File: src/dcic_pkg.sv
/*
 * dcic_pkg: register indices, field positions, reset values and encodings of
 * the dual channel input capture timer.
 * Assumes a 32-bit AXI4-Lite register bus; byte address = 4 * index.
 */
package dcic_pkg;
	localparam int AW = 12;
	localparam int CW = 16;
	localparam int NCH = 2;
	localparam int NPIN = 8;
	// register indices (byte address = 4 * index)
	localparam logic [9:0] IDX_RUN = 10'h137;
	localparam logic [9:0] IDX_MODE = 10'h138;
	localparam logic [9:0] IDX_CTRL0 = 10'h140;
	localparam logic [9:0] IDX_IOCFG0 = 10'h142;
	localparam logic [9:0] IDX_CNT0 = 10'h144;
	localparam logic [9:0] IDX_GR0 = 10'h148;
	localparam logic [9:0] IDX_STAT = 10'h150;
	localparam logic [9:0] IDX_MASK = 10'h151;
	// counter_run_control: run bits [1:0], select bits [3:2], [7:4] read one
	localparam logic [7:0] RUN_RESET = 8'hFC;
	localparam int RUN_SEL_POS = 2;
	localparam logic [7:0] RUN_FILL = 8'hF0;
	// timer_mode_reg: lockstep bit 0, [3:1] read one, buffer selects [7:4]
	localparam logic [7:0] MODE_RESET = 8'h0E;
	localparam int MODE_SYNC_POS = 0;
	localparam int MODE_BUF_POS = 4;
	localparam logic [7:0] MODE_FILL = 8'h0E;
	// channel_control_reg: [2:0] clock, [4:3] external edge, [7:5] clear source
	localparam logic [7:0] CTRL_RESET = 8'h00;
	localparam int CTRL_CLK_POS = 0;
	localparam int CTRL_EDG_POS = 3;
	localparam int CTRL_CLR_POS = 5;
	localparam logic [2:0] CLK_F1 = 3'h0;
	localparam logic [2:0] CLK_F2 = 3'h1;
	localparam logic [2:0] CLK_F4 = 3'h2;
	localparam logic [2:0] CLK_F8 = 3'h3;
	localparam logic [2:0] CLK_F32 = 3'h4;
	localparam logic [2:0] CLK_EXT = 3'h5;
	localparam logic [2:0] CLK_HSO = 3'h6;
	localparam logic [2:0] CLR_FREE = 3'h0;
	localparam logic [2:0] CLR_CAP_A = 3'h1;
	localparam logic [2:0] CLR_CAP_B = 3'h2;
	localparam logic [2:0] CLR_SYNC = 3'h3;
	localparam logic [2:0] CLR_CAP_C = 3'h5;
	localparam logic [2:0] CLR_CAP_D = 3'h6;
	// edge select encoding
	localparam logic [1:0] EDGE_RISE = 2'h0;
	localparam logic [1:0] EDGE_FALL = 2'h1;
	// io config: pin j at [4j+3:4j] = {filter, edge[1:0], capture}; bit 16 osc
	localparam logic [16:0] IOCFG_RESET = 17'h00000;
	localparam int IOCFG_OSC_POS = 16;
	localparam int PRESC_W = 5;
	localparam logic [15:0] CNT_MAX = 16'hFFFF;
	localparam logic [15:0] CNT_ZERO = 16'h0000;
	localparam logic [1:0] RESP_OKAY = 2'h0;
	localparam logic [1:0] RESP_SLVERR = 2'h2;
	localparam logic [9:0] STAT_RESET = 10'h000;
endpackage : dcic_pkg

File: src/dcic_top.sv
/*
 * dcic_top: two 16-bit up-counters with four capture registers each, AXI4-Lite
 * register slave and masked level interrupt.
 * Assumes pins and oscillator inputs are asynchronous to aclk; each is
 * synchronised by two flip-flops before use.
 */
// Local design decision: the AXI4-Lite interface to the registers.
// Functional notes
// RULE1: pin edge copies counter into paired register
// RULE2: capture enabled per pin register pair
// RULE3: channel 0 register A may use oscillator
// RULE4: clock from dividers, fast oscillator, external pin
// RULE5: counters count up, free run wraps
// RULE6: writing run bit one starts counting
// RULE7: writing zero stops only when select set
// RULE8: interrupt on every capture and overflow
// RULE9: pin A0 capture, io or external clock
// RULE10: counter read returns live count
// RULE11: lockstep write loads both counters
// RULE12: capture on rising, falling or both
// RULE13: clear counter on overflow or capture
// RULE14: filter accepts level after three samples
// RULE15: register C/D selectable as A/B buffer
// RULE16: buffered capture moves old A/B onward
// RULE17: lockstep sync clear clears both counters
// RULE18: software sets select bit for capture
// RULE19: capture sets register status flag
module dcic_top (
	// clock and reset
	input wire logic aclk,
	input wire logic aresetn,
	// write address channel
	input wire logic [dcic_pkg::AW-1:0] awaddr,
	input wire logic [2:0] awprot,
	input wire logic awvalid,
	output logic awready,
	// write data channel
	input wire logic [31:0] wdata,
	input wire logic [3:0] wstrb,
	input wire logic wvalid,
	output logic wready,
	// write response channel
	output logic [1:0] bresp,
	output logic bvalid,
	input wire logic bready,
	// read address channel
	input wire logic [dcic_pkg::AW-1:0] araddr,
	input wire logic [2:0] arprot,
	input wire logic arvalid,
	output logic arready,
	// read data channel
	output logic [31:0] rdata,
	output logic [1:0] rresp,
	output logic rvalid,
	input wire logic rready,
	// pins: index ch*4+j, j = A,B,C,D; pin 0 doubles as external count clock
	input wire logic [dcic_pkg::NPIN-1:0] timer_io_pin,
	input wire logic low_speed_osc_trigger,
	input wire logic high_speed_osc_clock,
	// interrupt
	output logic irq
);
	logic [7:0] run_ctl;
	logic [7:0] mode_reg;
	logic [7:0] ctrl [dcic_pkg::NCH];
	logic [16:0] iocfg [dcic_pkg::NCH];
	logic [15:0] cnt [dcic_pkg::NCH];
	logic [15:0] gr [dcic_pkg::NPIN];
	logic [9:0] status;
	logic [9:0] mask;
	logic [dcic_pkg::NPIN-1:0] pin_s1, pin_s2, pin_h1, pin_h2, pin_filt, pin_prev;
	logic osc_s1, osc_s2, osc_prev, hso_s1, hso_s2, hso_prev;
	logic [dcic_pkg::PRESC_W-1:0] presc;
	logic [dcic_pkg::NPIN-1:0] cap;
	logic [dcic_pkg::NCH-1:0] tick, ovf, own_clr, clr, cnt_wr;
	logic aw_held, w_held;
	logic [9:0] w_idx;
	logic [31:0] w_data;
	logic [3:0] w_strb;
	logic do_write;
	logic [31:0] wmask;
	logic [9:0] r_idx;
	logic [31:0] next_rdata;
	logic w_hit, r_hit;

	function automatic logic [31:0] strb_mask(input logic [3:0] s);
		strb_mask = {{8{s[3]}}, {8{s[2]}}, {8{s[1]}}, {8{s[0]}}};
	endfunction : strb_mask

	function automatic logic edge_hit(input logic [1:0] sel, input logic now, input logic was);
		if (sel == dcic_pkg::EDGE_RISE)
			edge_hit = now & ~was;
		else if (sel == dcic_pkg::EDGE_FALL)
			edge_hit = ~now & was;
		else
			edge_hit = now ^ was;
	endfunction : edge_hit

	// write side: address and data taken independently, in either order
	assign awready = ~aw_held;
	assign wready = ~w_held;
	assign do_write = aw_held & w_held & ~bvalid;
	assign wmask = strb_mask(w_strb);

	always_ff @(posedge aclk) begin
		if (!aresetn) begin
			aw_held <= 1'b0;
			w_held <= 1'b0;
			w_idx <= 10'h000;
			w_data <= 32'h00000000;
			w_strb <= 4'h0;
		end else begin
			if (awvalid && awready) begin
				aw_held <= 1'b1;
				w_idx <= awaddr[dcic_pkg::AW-1:2];
			end else if (do_write) begin
				aw_held <= 1'b0;
			end
			if (wvalid && wready) begin
				w_held <= 1'b1;
				w_data <= wdata;
				w_strb <= wstrb;
			end else if (do_write) begin
				w_held <= 1'b0;
			end
		end
	end

	always_comb begin
		// the gap between counters and general registers answers as unmapped, as on reads
		w_hit = (w_idx == dcic_pkg::IDX_RUN) || (w_idx == dcic_pkg::IDX_MODE) ||
			(w_idx >= dcic_pkg::IDX_CTRL0 && w_idx < dcic_pkg::IDX_CNT0 + 10'h002) ||
			(w_idx >= dcic_pkg::IDX_GR0 && w_idx < dcic_pkg::IDX_GR0 + 10'h008) ||
			(w_idx == dcic_pkg::IDX_STAT) || (w_idx == dcic_pkg::IDX_MASK);
	end

	always_ff @(posedge aclk) begin
		if (!aresetn) begin
			bvalid <= 1'b0;
			bresp <= dcic_pkg::RESP_OKAY;
		end else if (do_write) begin
			bvalid <= 1'b1;
			bresp <= w_hit ? dcic_pkg::RESP_OKAY : dcic_pkg::RESP_SLVERR;
		end else if (bready) begin
			bvalid <= 1'b0;
		end
	end

	// control registers; reserved bits read back as ones
	always_ff @(posedge aclk) begin
		if (!aresetn) begin
			run_ctl <= dcic_pkg::RUN_RESET;
		end else if (do_write && w_idx == dcic_pkg::IDX_RUN && w_strb[0]) begin
			// a zero while select is clear is ignored: the count keeps running
			run_ctl[1:0] <= w_data[1:0] | (run_ctl[1:0] & ~run_ctl[3:2]); // RULE6 RULE7
			run_ctl[3:2] <= w_data[3:2]; // RULE18
		end
	end

	always_ff @(posedge aclk) begin
		if (!aresetn)
			mode_reg <= dcic_pkg::MODE_RESET;
		else if (do_write && w_idx == dcic_pkg::IDX_MODE && w_strb[0])
			mode_reg <= (w_data[7:0] & 8'hF1) | dcic_pkg::MODE_FILL; // RULE15
	end

	// input synchronisers and three-sample filter
	always_ff @(posedge aclk) begin
		if (!aresetn) begin
			pin_s1 <= 8'h00;
			pin_s2 <= 8'h00;
			pin_h1 <= 8'h00;
			pin_h2 <= 8'h00;
			pin_filt <= 8'h00;
			pin_prev <= 8'h00;
			osc_s1 <= 1'b0;
			osc_s2 <= 1'b0;
			osc_prev <= 1'b0;
			hso_s1 <= 1'b0;
			hso_s2 <= 1'b0;
			hso_prev <= 1'b0;
		end else begin
			pin_s1 <= timer_io_pin;
			pin_s2 <= pin_s1;
			pin_h1 <= pin_s2;
			pin_h2 <= pin_h1;
			for (int k = 0; k < dcic_pkg::NPIN; k++) begin
				if (pin_s2[k] == pin_h1[k] && pin_h1[k] == pin_h2[k])
					pin_filt[k] <= pin_h2[k]; // RULE14
				pin_prev[k] <= iocfg[k/4][(k%4)*4+3] ? pin_filt[k] : pin_s2[k];
			end
			osc_s1 <= low_speed_osc_trigger;
			osc_s2 <= osc_s1;
			osc_prev <= osc_s2;
			hso_s1 <= high_speed_osc_clock;
			hso_s2 <= hso_s1;
			hso_prev <= hso_s2;
		end
	end

	// capture events: per pin enable and edge choice
	always_comb begin
		logic lvl;
		logic [3:0] f;
		lvl = 1'b0;
		f = 4'h0;
		for (int k = 0; k < dcic_pkg::NPIN; k++) begin
			f = iocfg[k/4][(k%4)*4 +: 4];
			lvl = f[3] ? pin_filt[k] : pin_s2[k];
			cap[k] = f[0] & edge_hit(f[2:1], lvl, pin_prev[k]); // RULE2 RULE9 RULE12
		end
		if (iocfg[0][dcic_pkg::IOCFG_OSC_POS])
			cap[0] = iocfg[0][0] & edge_hit(iocfg[0][2:1], osc_s2, osc_prev); // RULE3
	end

	// prescaler for divided count sources
	always_ff @(posedge aclk) begin
		if (!aresetn)
			presc <= 5'h00;
		else
			presc <= presc + 5'h01;
	end

	generate
		for (genvar c = 0; c < dcic_pkg::NCH; c++) begin : g_ch
			localparam int O = 1 - c;
			logic [2:0] csrc;
			logic [2:0] cclr;
			logic src_tick;
			assign csrc = ctrl[c][dcic_pkg::CTRL_CLK_POS +: 3];
			assign cclr = ctrl[c][dcic_pkg::CTRL_CLR_POS +: 3];

			always_comb begin
				case (csrc) // RULE4
					dcic_pkg::CLK_F1: src_tick = 1'b1;
					dcic_pkg::CLK_F2: src_tick = (presc[0] == 1'b1);
					dcic_pkg::CLK_F4: src_tick = (presc[1:0] == 2'h3);
					dcic_pkg::CLK_F8: src_tick = (presc[2:0] == 3'h7);
					dcic_pkg::CLK_F32: src_tick = (presc == 5'h1F);
					dcic_pkg::CLK_EXT: src_tick = edge_hit(ctrl[c][dcic_pkg::CTRL_EDG_POS +: 2],
						pin_s2[0], pin_h1[0]); // RULE9
					dcic_pkg::CLK_HSO: src_tick = hso_s2 & ~hso_prev;
					default: src_tick = 1'b0;
				endcase
			end

			assign tick[c] = src_tick & run_ctl[c];
			assign ovf[c] = tick[c] && cnt[c] == dcic_pkg::CNT_MAX;
			assign own_clr[c] = (cclr == dcic_pkg::CLR_CAP_A && cap[c*4]) ||
				(cclr == dcic_pkg::CLR_CAP_B && cap[c*4+1]) ||
				(cclr == dcic_pkg::CLR_CAP_C && cap[c*4+2]) ||
				(cclr == dcic_pkg::CLR_CAP_D && cap[c*4+3]); // RULE13
			assign clr[c] = own_clr[c] || (mode_reg[dcic_pkg::MODE_SYNC_POS] &&
				cclr == dcic_pkg::CLR_SYNC && own_clr[O]); // RULE17
			assign cnt_wr[c] = do_write && w_strb[1:0] == 2'h3 &&
				(w_idx == dcic_pkg::IDX_CNT0 + 10'(c) ||
				(mode_reg[dcic_pkg::MODE_SYNC_POS] && w_idx == dcic_pkg::IDX_CNT0 + 10'(O))); // RULE11

			always_ff @(posedge aclk) begin
				if (!aresetn) begin
					ctrl[c] <= dcic_pkg::CTRL_RESET;
					iocfg[c] <= dcic_pkg::IOCFG_RESET;
				end else if (do_write) begin
					if (w_idx == dcic_pkg::IDX_CTRL0 + 10'(c) && w_strb[0])
						ctrl[c] <= w_data[7:0];
					if (w_idx == dcic_pkg::IDX_IOCFG0 + 10'(c))
						iocfg[c] <= (iocfg[c] & ~wmask[16:0]) | (w_data[16:0] & wmask[16:0] &
							((c == 0) ? 17'h1FFFF : 17'h0FFFF));
				end
			end

			// overflow wraps to zero: clear-on-overflow is the free-running case
			always_ff @(posedge aclk) begin
				if (!aresetn)
					cnt[c] <= dcic_pkg::CNT_ZERO;
				else if (cnt_wr[c])
					cnt[c] <= w_data[15:0];
				else if (clr[c])
					cnt[c] <= dcic_pkg::CNT_ZERO; // RULE13 RULE17
				else if (tick[c])
					cnt[c] <= cnt[c] + 16'h0001; // RULE5
			end

			for (genvar j = 0; j < 2; j++) begin : g_pair
				localparam int P = c*4 + j;
				localparam int B = c*4 + j + 2;
				logic buf_on;
				assign buf_on = mode_reg[dcic_pkg::MODE_BUF_POS + c*2 + j];
				always_ff @(posedge aclk) begin
					if (!aresetn) begin
						gr[P] <= dcic_pkg::CNT_ZERO;
					end else if (cap[P]) begin
						gr[P] <= cnt[c]; // RULE1
					end else if (do_write && w_idx == dcic_pkg::IDX_GR0 + 10'(P) && w_strb[1:0] == 2'h3) begin
						gr[P] <= w_data[15:0];
					end
				end
				always_ff @(posedge aclk) begin
					if (!aresetn) begin
						gr[B] <= dcic_pkg::CNT_ZERO;
					end else if (buf_on && cap[P]) begin
						gr[B] <= gr[P]; // RULE15 RULE16
					end else if (!buf_on && cap[B]) begin
						gr[B] <= cnt[c]; // RULE1
					end else if (do_write && w_idx == dcic_pkg::IDX_GR0 + 10'(B) && w_strb[1:0] == 2'h3) begin
						gr[B] <= w_data[15:0];
					end
				end
			end
		end
	endgenerate

	// sticky events: a set in the clearing cycle wins
	always_ff @(posedge aclk) begin
		if (!aresetn) begin
			status <= dcic_pkg::STAT_RESET;
		end else begin
			if (do_write && w_idx == dcic_pkg::IDX_STAT)
				status <= (status & ~(w_data[9:0] & wmask[9:0])) | {ovf, cap}; // RULE8 RULE19
			else
				status <= status | {ovf, cap}; // RULE8 RULE19
		end
	end

	always_ff @(posedge aclk) begin
		if (!aresetn)
			mask <= dcic_pkg::STAT_RESET;
		else if (do_write && w_idx == dcic_pkg::IDX_MASK)
			mask <= (mask & ~wmask[9:0]) | (w_data[9:0] & wmask[9:0]);
	end

	always_ff @(posedge aclk) begin
		if (!aresetn)
			irq <= 1'b0;
		else
			irq <= |(status & mask); // RULE8
	end

	// read side: one outstanding read, data registered
	assign arready = ~rvalid;
	assign r_idx = araddr[dcic_pkg::AW-1:2];

	always_comb begin
		next_rdata = 32'h00000000;
		r_hit = 1'b1;
		if (r_idx == dcic_pkg::IDX_RUN)
			next_rdata = {24'h000000, run_ctl | dcic_pkg::RUN_FILL};
		else if (r_idx == dcic_pkg::IDX_MODE)
			next_rdata = {24'h000000, mode_reg};
		else if (r_idx == dcic_pkg::IDX_CTRL0 || r_idx == dcic_pkg::IDX_CTRL0 + 10'h001)
			next_rdata = {24'h000000, ctrl[r_idx[0]]};
		else if (r_idx == dcic_pkg::IDX_IOCFG0 || r_idx == dcic_pkg::IDX_IOCFG0 + 10'h001)
			next_rdata = {15'h0000, iocfg[r_idx[0]]};
		else if (r_idx == dcic_pkg::IDX_CNT0 || r_idx == dcic_pkg::IDX_CNT0 + 10'h001)
			next_rdata = {16'h0000, cnt[r_idx[0]]}; // RULE10
		else if (r_idx >= dcic_pkg::IDX_GR0 && r_idx < dcic_pkg::IDX_GR0 + 10'h008)
			next_rdata = {16'h0000, gr[r_idx[2:0]]};
		else if (r_idx == dcic_pkg::IDX_STAT)
			next_rdata = {22'h000000, status};
		else if (r_idx == dcic_pkg::IDX_MASK)
			next_rdata = {22'h000000, mask};
		else
			r_hit = 1'b0;
	end

	always_ff @(posedge aclk) begin
		if (!aresetn) begin
			rvalid <= 1'b0;
			rdata <= 32'h00000000;
			rresp <= dcic_pkg::RESP_OKAY;
		end else if (arvalid && arready) begin
			rvalid <= 1'b1;
			rdata <= next_rdata;
			rresp <= r_hit ? dcic_pkg::RESP_OKAY : dcic_pkg::RESP_SLVERR;
		end else if (rready) begin
			rvalid <= 1'b0;
		end
	end

	a_capture_copy: assert property (@(posedge aclk) disable iff (!aresetn)
		cap[1] |=> gr[1] == $past(cnt[0])) else $error("capture did not copy counter"); // RULE1
	a_buffer_move: assert property (@(posedge aclk) disable iff (!aresetn)
		cap[0] && mode_reg[4] |=> gr[2] == $past(gr[0])) else $error("buffer not moved"); // RULE16
	a_count_up: assert property (@(posedge aclk) disable iff (!aresetn)
		tick[0] && !clr[0] && !cnt_wr[0] |=> cnt[0] == $past(cnt[0]) + 16'h0001) else $error("no increment"); // RULE5
	a_stopped_hold: assert property (@(posedge aclk) disable iff (!aresetn)
		!run_ctl[1] && !clr[1] && !cnt_wr[1] |=> $stable(cnt[1])) else $error("stopped counter moved"); // RULE6
	a_stop_ignored: assert property (@(posedge aclk) disable iff (!aresetn)
		run_ctl[0] && !run_ctl[2] |=> run_ctl[0]) else $error("run cleared without select"); // RULE7
	a_sync_load: assert property (@(posedge aclk) disable iff (!aresetn)
		do_write && w_idx == dcic_pkg::IDX_CNT0 && w_strb[1:0] == 2'h3 && mode_reg[0]
		|=> cnt[1] == $past(w_data[15:0])) else $error("lockstep load missed"); // RULE11
	a_clear_zero: assert property (@(posedge aclk) disable iff (!aresetn)
		clr[0] && !cnt_wr[0] |=> cnt[0] == 16'h0000) else $error("counter not cleared"); // RULE13
	a_sync_clear: assert property (@(posedge aclk) disable iff (!aresetn)
		mode_reg[0] && ctrl[1][7:5] == 3'h3 && own_clr[0] |-> clr[1]) else $error("partner not cleared"); // RULE17
	a_flag_sticky: assert property (@(posedge aclk) disable iff (!aresetn)
		cap[2] |=> status[2]) else $error("capture flag not set"); // RULE19
	a_irq_level: assert property (@(posedge aclk) disable iff (!aresetn)
		ovf[0] && mask[8] |-> ##2 irq) else $error("overflow interrupt missing"); // RULE8
	a_filter_three: assert property (@(posedge aclk) disable iff (!aresetn)
		$changed(pin_filt[3]) |-> pin_h1[3] == pin_filt[3] && $past(pin_s2[3]) == pin_filt[3])
		else $error("filter accepted early"); // RULE14
endmodule : dcic_top

File: config.mk
export PLATFORM = sky130hd
export DESIGN_NAME = dcic_top
export DESIGN_NICKNAME = d
export VERILOG_FILES = /design/src/dcic_pkg.sv /design/src/dcic_top.sv
export SDC_FILE = /design/constraint.sdc
export NUM_CORES = 1
export LEC_CHECK = 0
export BUFFER_PORTS_ARGS = -buffer_cell sky130_fd_sc_hd__clkbuf_2
export CAP_MARGIN = 10
export CORE_UTILIZATION = 33
export DETAILED_ROUTE_END_ITERATION = 8
export PLACE_DENSITY = 0.61
export SETUP_SLACK_MARGIN = 0.05
export SLEW_MARGIN = 25
export SYNTH_ARGS = -nofsm -noshare
export SYNTH_HDL_FRONTEND = slang
export SYNTH_SLANG_ARGS = --single-unit
File: constraint.sdc
create_clock -name aclk -period 9.3 [get_ports aclk]
set_clock_uncertainty 0.15 [all_clocks]
set_input_delay 1.86 -clock aclk [delete_from_list [all_inputs] [get_ports aclk]]
set_output_delay 1.86 -clock aclk [all_outputs]
set_load 0.02 [all_outputs]
# Yosys cells after proc, flatten, opt, wreduce, memory -nomap -nowiden
# Memories as Yosys holds them, arrays and structs flattened.
# Index checks and enable logic that the tools add are counted.
# totals
regBits	159
latchBits	0
mem_bits_rw	210
rom_bits	0
input_bits	83
elab_cells	558
memories	4
# mem_list
memory	words	word_bits	read_ports	rd_clocked_by_memory_dff	write_ports	line_no	source
gr	8	16	5	0	8	dcic_top.sv:68	logic [15:0] gr [dcic_pkg::NPIN];
iocfg	2	17	3	0	2	dcic_top.sv:66	logic [16:0] iocfg [dcic_pkg::NCH];
cnt	2	16	3	0	2	dcic_top.sv:67	logic [15:0] cnt [dcic_pkg::NCH];
ctrl	2	8	3	0	2	dcic_top.sv:65	logic [7:0] ctrl [dcic_pkg::NCH];
# classes
addsub	3
n_mul	0
div_mod_pow	0
magnitude_cmp	6
n_eq_ne	82
n_shift	0
muxes	207
bitwise	117
n_reduce_logical	104
# op_table
cell	count
$mux W16	28
$eq A10 B9 Y1 const B	28
$mux W1	164
$mux W17	4
$logic_and A1 B1 Y1	65
$mux W32	2
$and A17 B17 Y17	3
$and A10 B10 Y10	4
$and A1 B1 Y1	34
$eq A3 B3 Y1 const B	11
$add A16 B1 Y16 const B	2
$eq A16 B16 Y1 const B	2
$ge A10 B9 Y1 const B	3
$lt A10 B9 Y1 const B	3
$mux W10	3
$or A1 B1 Y1	30
$or A10 B10 Y10	3
$not A1 Y1	25
$eq A3 B2 Y1 const B	8
$eq A2 B1 Y1 const B	10
$logic_not A2 Y1	10
$not A10 Y10	2
$logic_or A1 B1 Y1	18
$not A17 Y17	1
18 further kinds	56

# Longest topological paths before layout
# An unclocked memory read counts as a cell.
# depth
depth_word	20
mapped_depth	12
depth_no_buf	9

# Worst setup path after synthesis
# Ideal clock, no wire load.
# synth_path
path_kind	input-to-reg
start	input aresetn
end	memory iocfg[0][0], enable pin
arrival_time_ns	3.160
t_required_ns	8.673
setup_slack_ns	5.514
path_stages	4
n_path_buf	3
cell_sequence	buf_2 clkbuf_1 clkbuf_1 o21ai_0
# synth_rtl
element	line_no	source
start: declaration	dcic_top.sv:31	input wire logic aresetn,
end: declaration	dcic_top.sv:66	

==> run_results.csv <==
group,metric,value,unit
finish,top_regs,"gr: 128 flops, iocfg: 34 flops, cnt: 32 flops",
routing,drt_iter0_drc,1286,
cts,cts_tree,"built",
grt,grt_pass1_wl,86770,um
floorplanning,die_w,238.5,um
floorplanning,row_count,86,
finish,final_nets,1817,
cts,clkSinkCount,352,
synthesis,ys_types,86,
synthesis,yosys.area_share.simple,15.48,%
synthesis,seq_area_frac_synth,49.57,%
floorplanning,die-area,56880,sq um
critical_path,cp_data_arrival_time,4.55,ns
flow_run,maxCapViolCount,0,
synthesis,ys_ff_latch,352,
synthesis,yosys_warnings,0,
cts,cts-resized-gates,0,
timing,slew_headroom,25.76,%
grt,grt_pass1_vias,13640,
finish,largest_register_ffs,128,
finish,area_growth,11.77,%
timing,worst_pin_slew,1.105,ns
synthesis,synth-edff-count,210,
synthesis,syn-cell-area,18460,sq um
power_and_ir_drop,vdd_drop_max,0.1147,mV
placement,io_buffers,81,
timing,min_period,4.524,ns
routing,vias,14060,
timing,drv_slew,0,
finish,layout_common_cells,"210 x edfxtp_1, 173 x nand2_1, 141 x dfxtp_1",
timing,finalCritPeriodShare,48.64,%
floorplanning,floorplan.initialDensity,33.44,%
critical_path,worstPathRequired,9.33,ns
cts,root_buffer,"clkbuf_16",
grt,grt_antenna_before_repair,1,
routing,final_antenna_net_count,0,
synthesis,synth_top_family_by_area,"compound AO/OA/AOI/OAI gates",
critical_path,end_kind,"register",
routing,drt-vias-per-instance,5.652,
cts,cts_max_level,2,
timing,rsz0062_at_grt,"no",
grt,grt_overflow,0,
synthesis,syn_area_per_cell,10.86,sq um
power_and_ir_drop,leakage,0.007975,uW
cts,clkTransAtPathRegs,0.06,ns
cts,cts_setup_buffers,0,
synthesis,synth_top_area_share,34.17,%
critical_path,worst-setup-path-type,"input port to register",
critical_path,crit_fanout,65,
floorplanning,coreArea,55200,sq um
grt,grt_start_max_net_pins,79,
routing,firstDrtPassIters,7,
routing,drc_errors,0,
synthesis,yosysTopAreaCell,"edfxtp_1",
synthesis,muxShareOfSynthArea,10.65,%
synthesis,synth_compound_area_share,16.20,%
synthesis,synth_fa_ha_area_share,1.695,%
timing,tns,0,ns
synthesis,synth-xor-area-share,1.376,%
cts,numCtsBuffers,40,
min_path,min_path_type,"register to register",
synthesis,async_reset_ff_share,0,%
finish,n_antenna_cell,0,
timing,hold_violations,0,
placement,dp_hpwl,38710,um
floorplanning,die_y,238.5,um
routing,wl_per_cell,23.44,um
status,status,"completed",
cts,clockBufferDepth,3,
cts,cts_hold_buf,0,
timing,timing.fmax,0.2211,GHz
synthesis,synth_area_leaders,"edfxtp_1 34%, dfxtp_1 15%, mux2i_1 5.6%",
floorplanning,boundaryPins,125,
cts,clkLatencyLatePin,0.58,ns
timing,setup_viol,0,
critical_path,cp-start-kind,"input port",
power_and_ir_drop,total_power,3626,uW
synthesis,ys.flop_type,"edfxtp_1",
power_and_ir_drop,p_per_area,175.8,nW/um^2
finish,drive_gt1_share,15.52,%
placement,gp_congestion,0.8863,
synthesis,synth_cells,1699,
finish,regMostFlops,"gr",
finish,final_common_cell,"edfxtp_1",
routing,drt-total-wl,58310,um
grt,track_usage,20.32,%
## area by class of cell
cell class | instances | area (sq um)
fill | 5378 | 34570
sequential | 352 | 9150
multi-input combinational | 1171 | 8487
clock buffer | 54 | 1167
tap | 748 | 935.9
timing repair buffer | 109 | 621.8
clock inverter | 19 | 133.9
inverter | 35 | 132.6
## worst max-delay path, cell delays in order
cell and delay (ns):
clkbuf_2 0.11, buf_4 0.53, nand2_1 0.36, nor3_4 0.82, or3_1 0.82
## kinds of logic (layout without fill, tap and decap cells)
logic type,Yosys count,in the layout
AND/OR/NAND/NOR,525,525
adder cells (fa/ha/maj),25,25
buffers and inverters,192,217
multiplexers,160,160
flip-flops,352,352
AO/OA/AOI/OAI,415,415
XOR/XNOR,29,29
other,1,17
## through the flow
stage / std cells / setup WS [ns] / util, % / cell area, sq um / hold WS, ns
global placement: 2413 / 4.144 / 34.95 / 19290 / 0.2670
detailed placement: 2413 / 4.198 / 34.95 / 19290 / 0.2684
CTS: 2486 / 4.777 / 37.31 / 20590 / 0.2834
floorplan: 1715 / 5.514 / - / 18520 / 0.2619
finish: 2488 / 4.776 / 37.37 / 20630 / 0.2799
global route: 2488 / 4.671 / 37.37 / 20630 / 0.2937
## worst paths after layout
kind                            slack, ns  cells past startpoint       from         to
worst max-delay path                 4.78                      5    aresetn   gr[1][2]
worst min-delay path                 0.28                      1  pin_s1[1]  pin_s2[1]
worst max register to register       5.48                      4  w_strb[0]   gr[1][2]
worst min register to register       0.28                      1  pin_s1[1]  pin_s2[1]
## cell usage after synthesis, types with 9 or more instances
cell and count:
clkbuf_1 92, edfxtp_1 210, nand2_1 173, a22o_1 83, xnor2_1 10, mux4_2 23, nand3_1 29, o211ai_1 10
nor3_1 14, o21ai_0 48, o21ai_2 10, xor2_1 19, a211oi_1 9, ha_1 25, mux2i_1 103, a221o_1 53
buf_2 21, o22ai_1 17, nand2b_1 32, mux2_2 24, and3_1 57, nand4_1 12, buf_4 30, inv_1 34
nor2_1 73, nor2b_1 16, dfxtp_1 142, o2bb2ai_1 16, mux2_4 9, a21oi_1 115, a22oi_1 12, and2_1 59
## metal layers
| layer | global-route usage (%) | wire length (um) | up-vias |
|---|---|---|---|
| li1 | - | - | 6334 |
| met1 | 28.14 | 25300 | 6925 |
| met2 | 31.19 | 25730 | 671 |
| met3 | 4.042 | 5094 | 129 |
| met4 | 7.712 | 2179 | 2 |
| met5 | 0 | 8 | - |
## power by group
| group | switching (uW) | leakage (uW) | internal, uW |
|---|---|---|---|
| clock | 666 | 0.000643 | 911 |
| sequential | 83.8 | 0.00335 | 1710 |
| combinational | 163 | 0.00398 | 90.9 |
No activity file was read; power rests on OpenSTA's default activity.
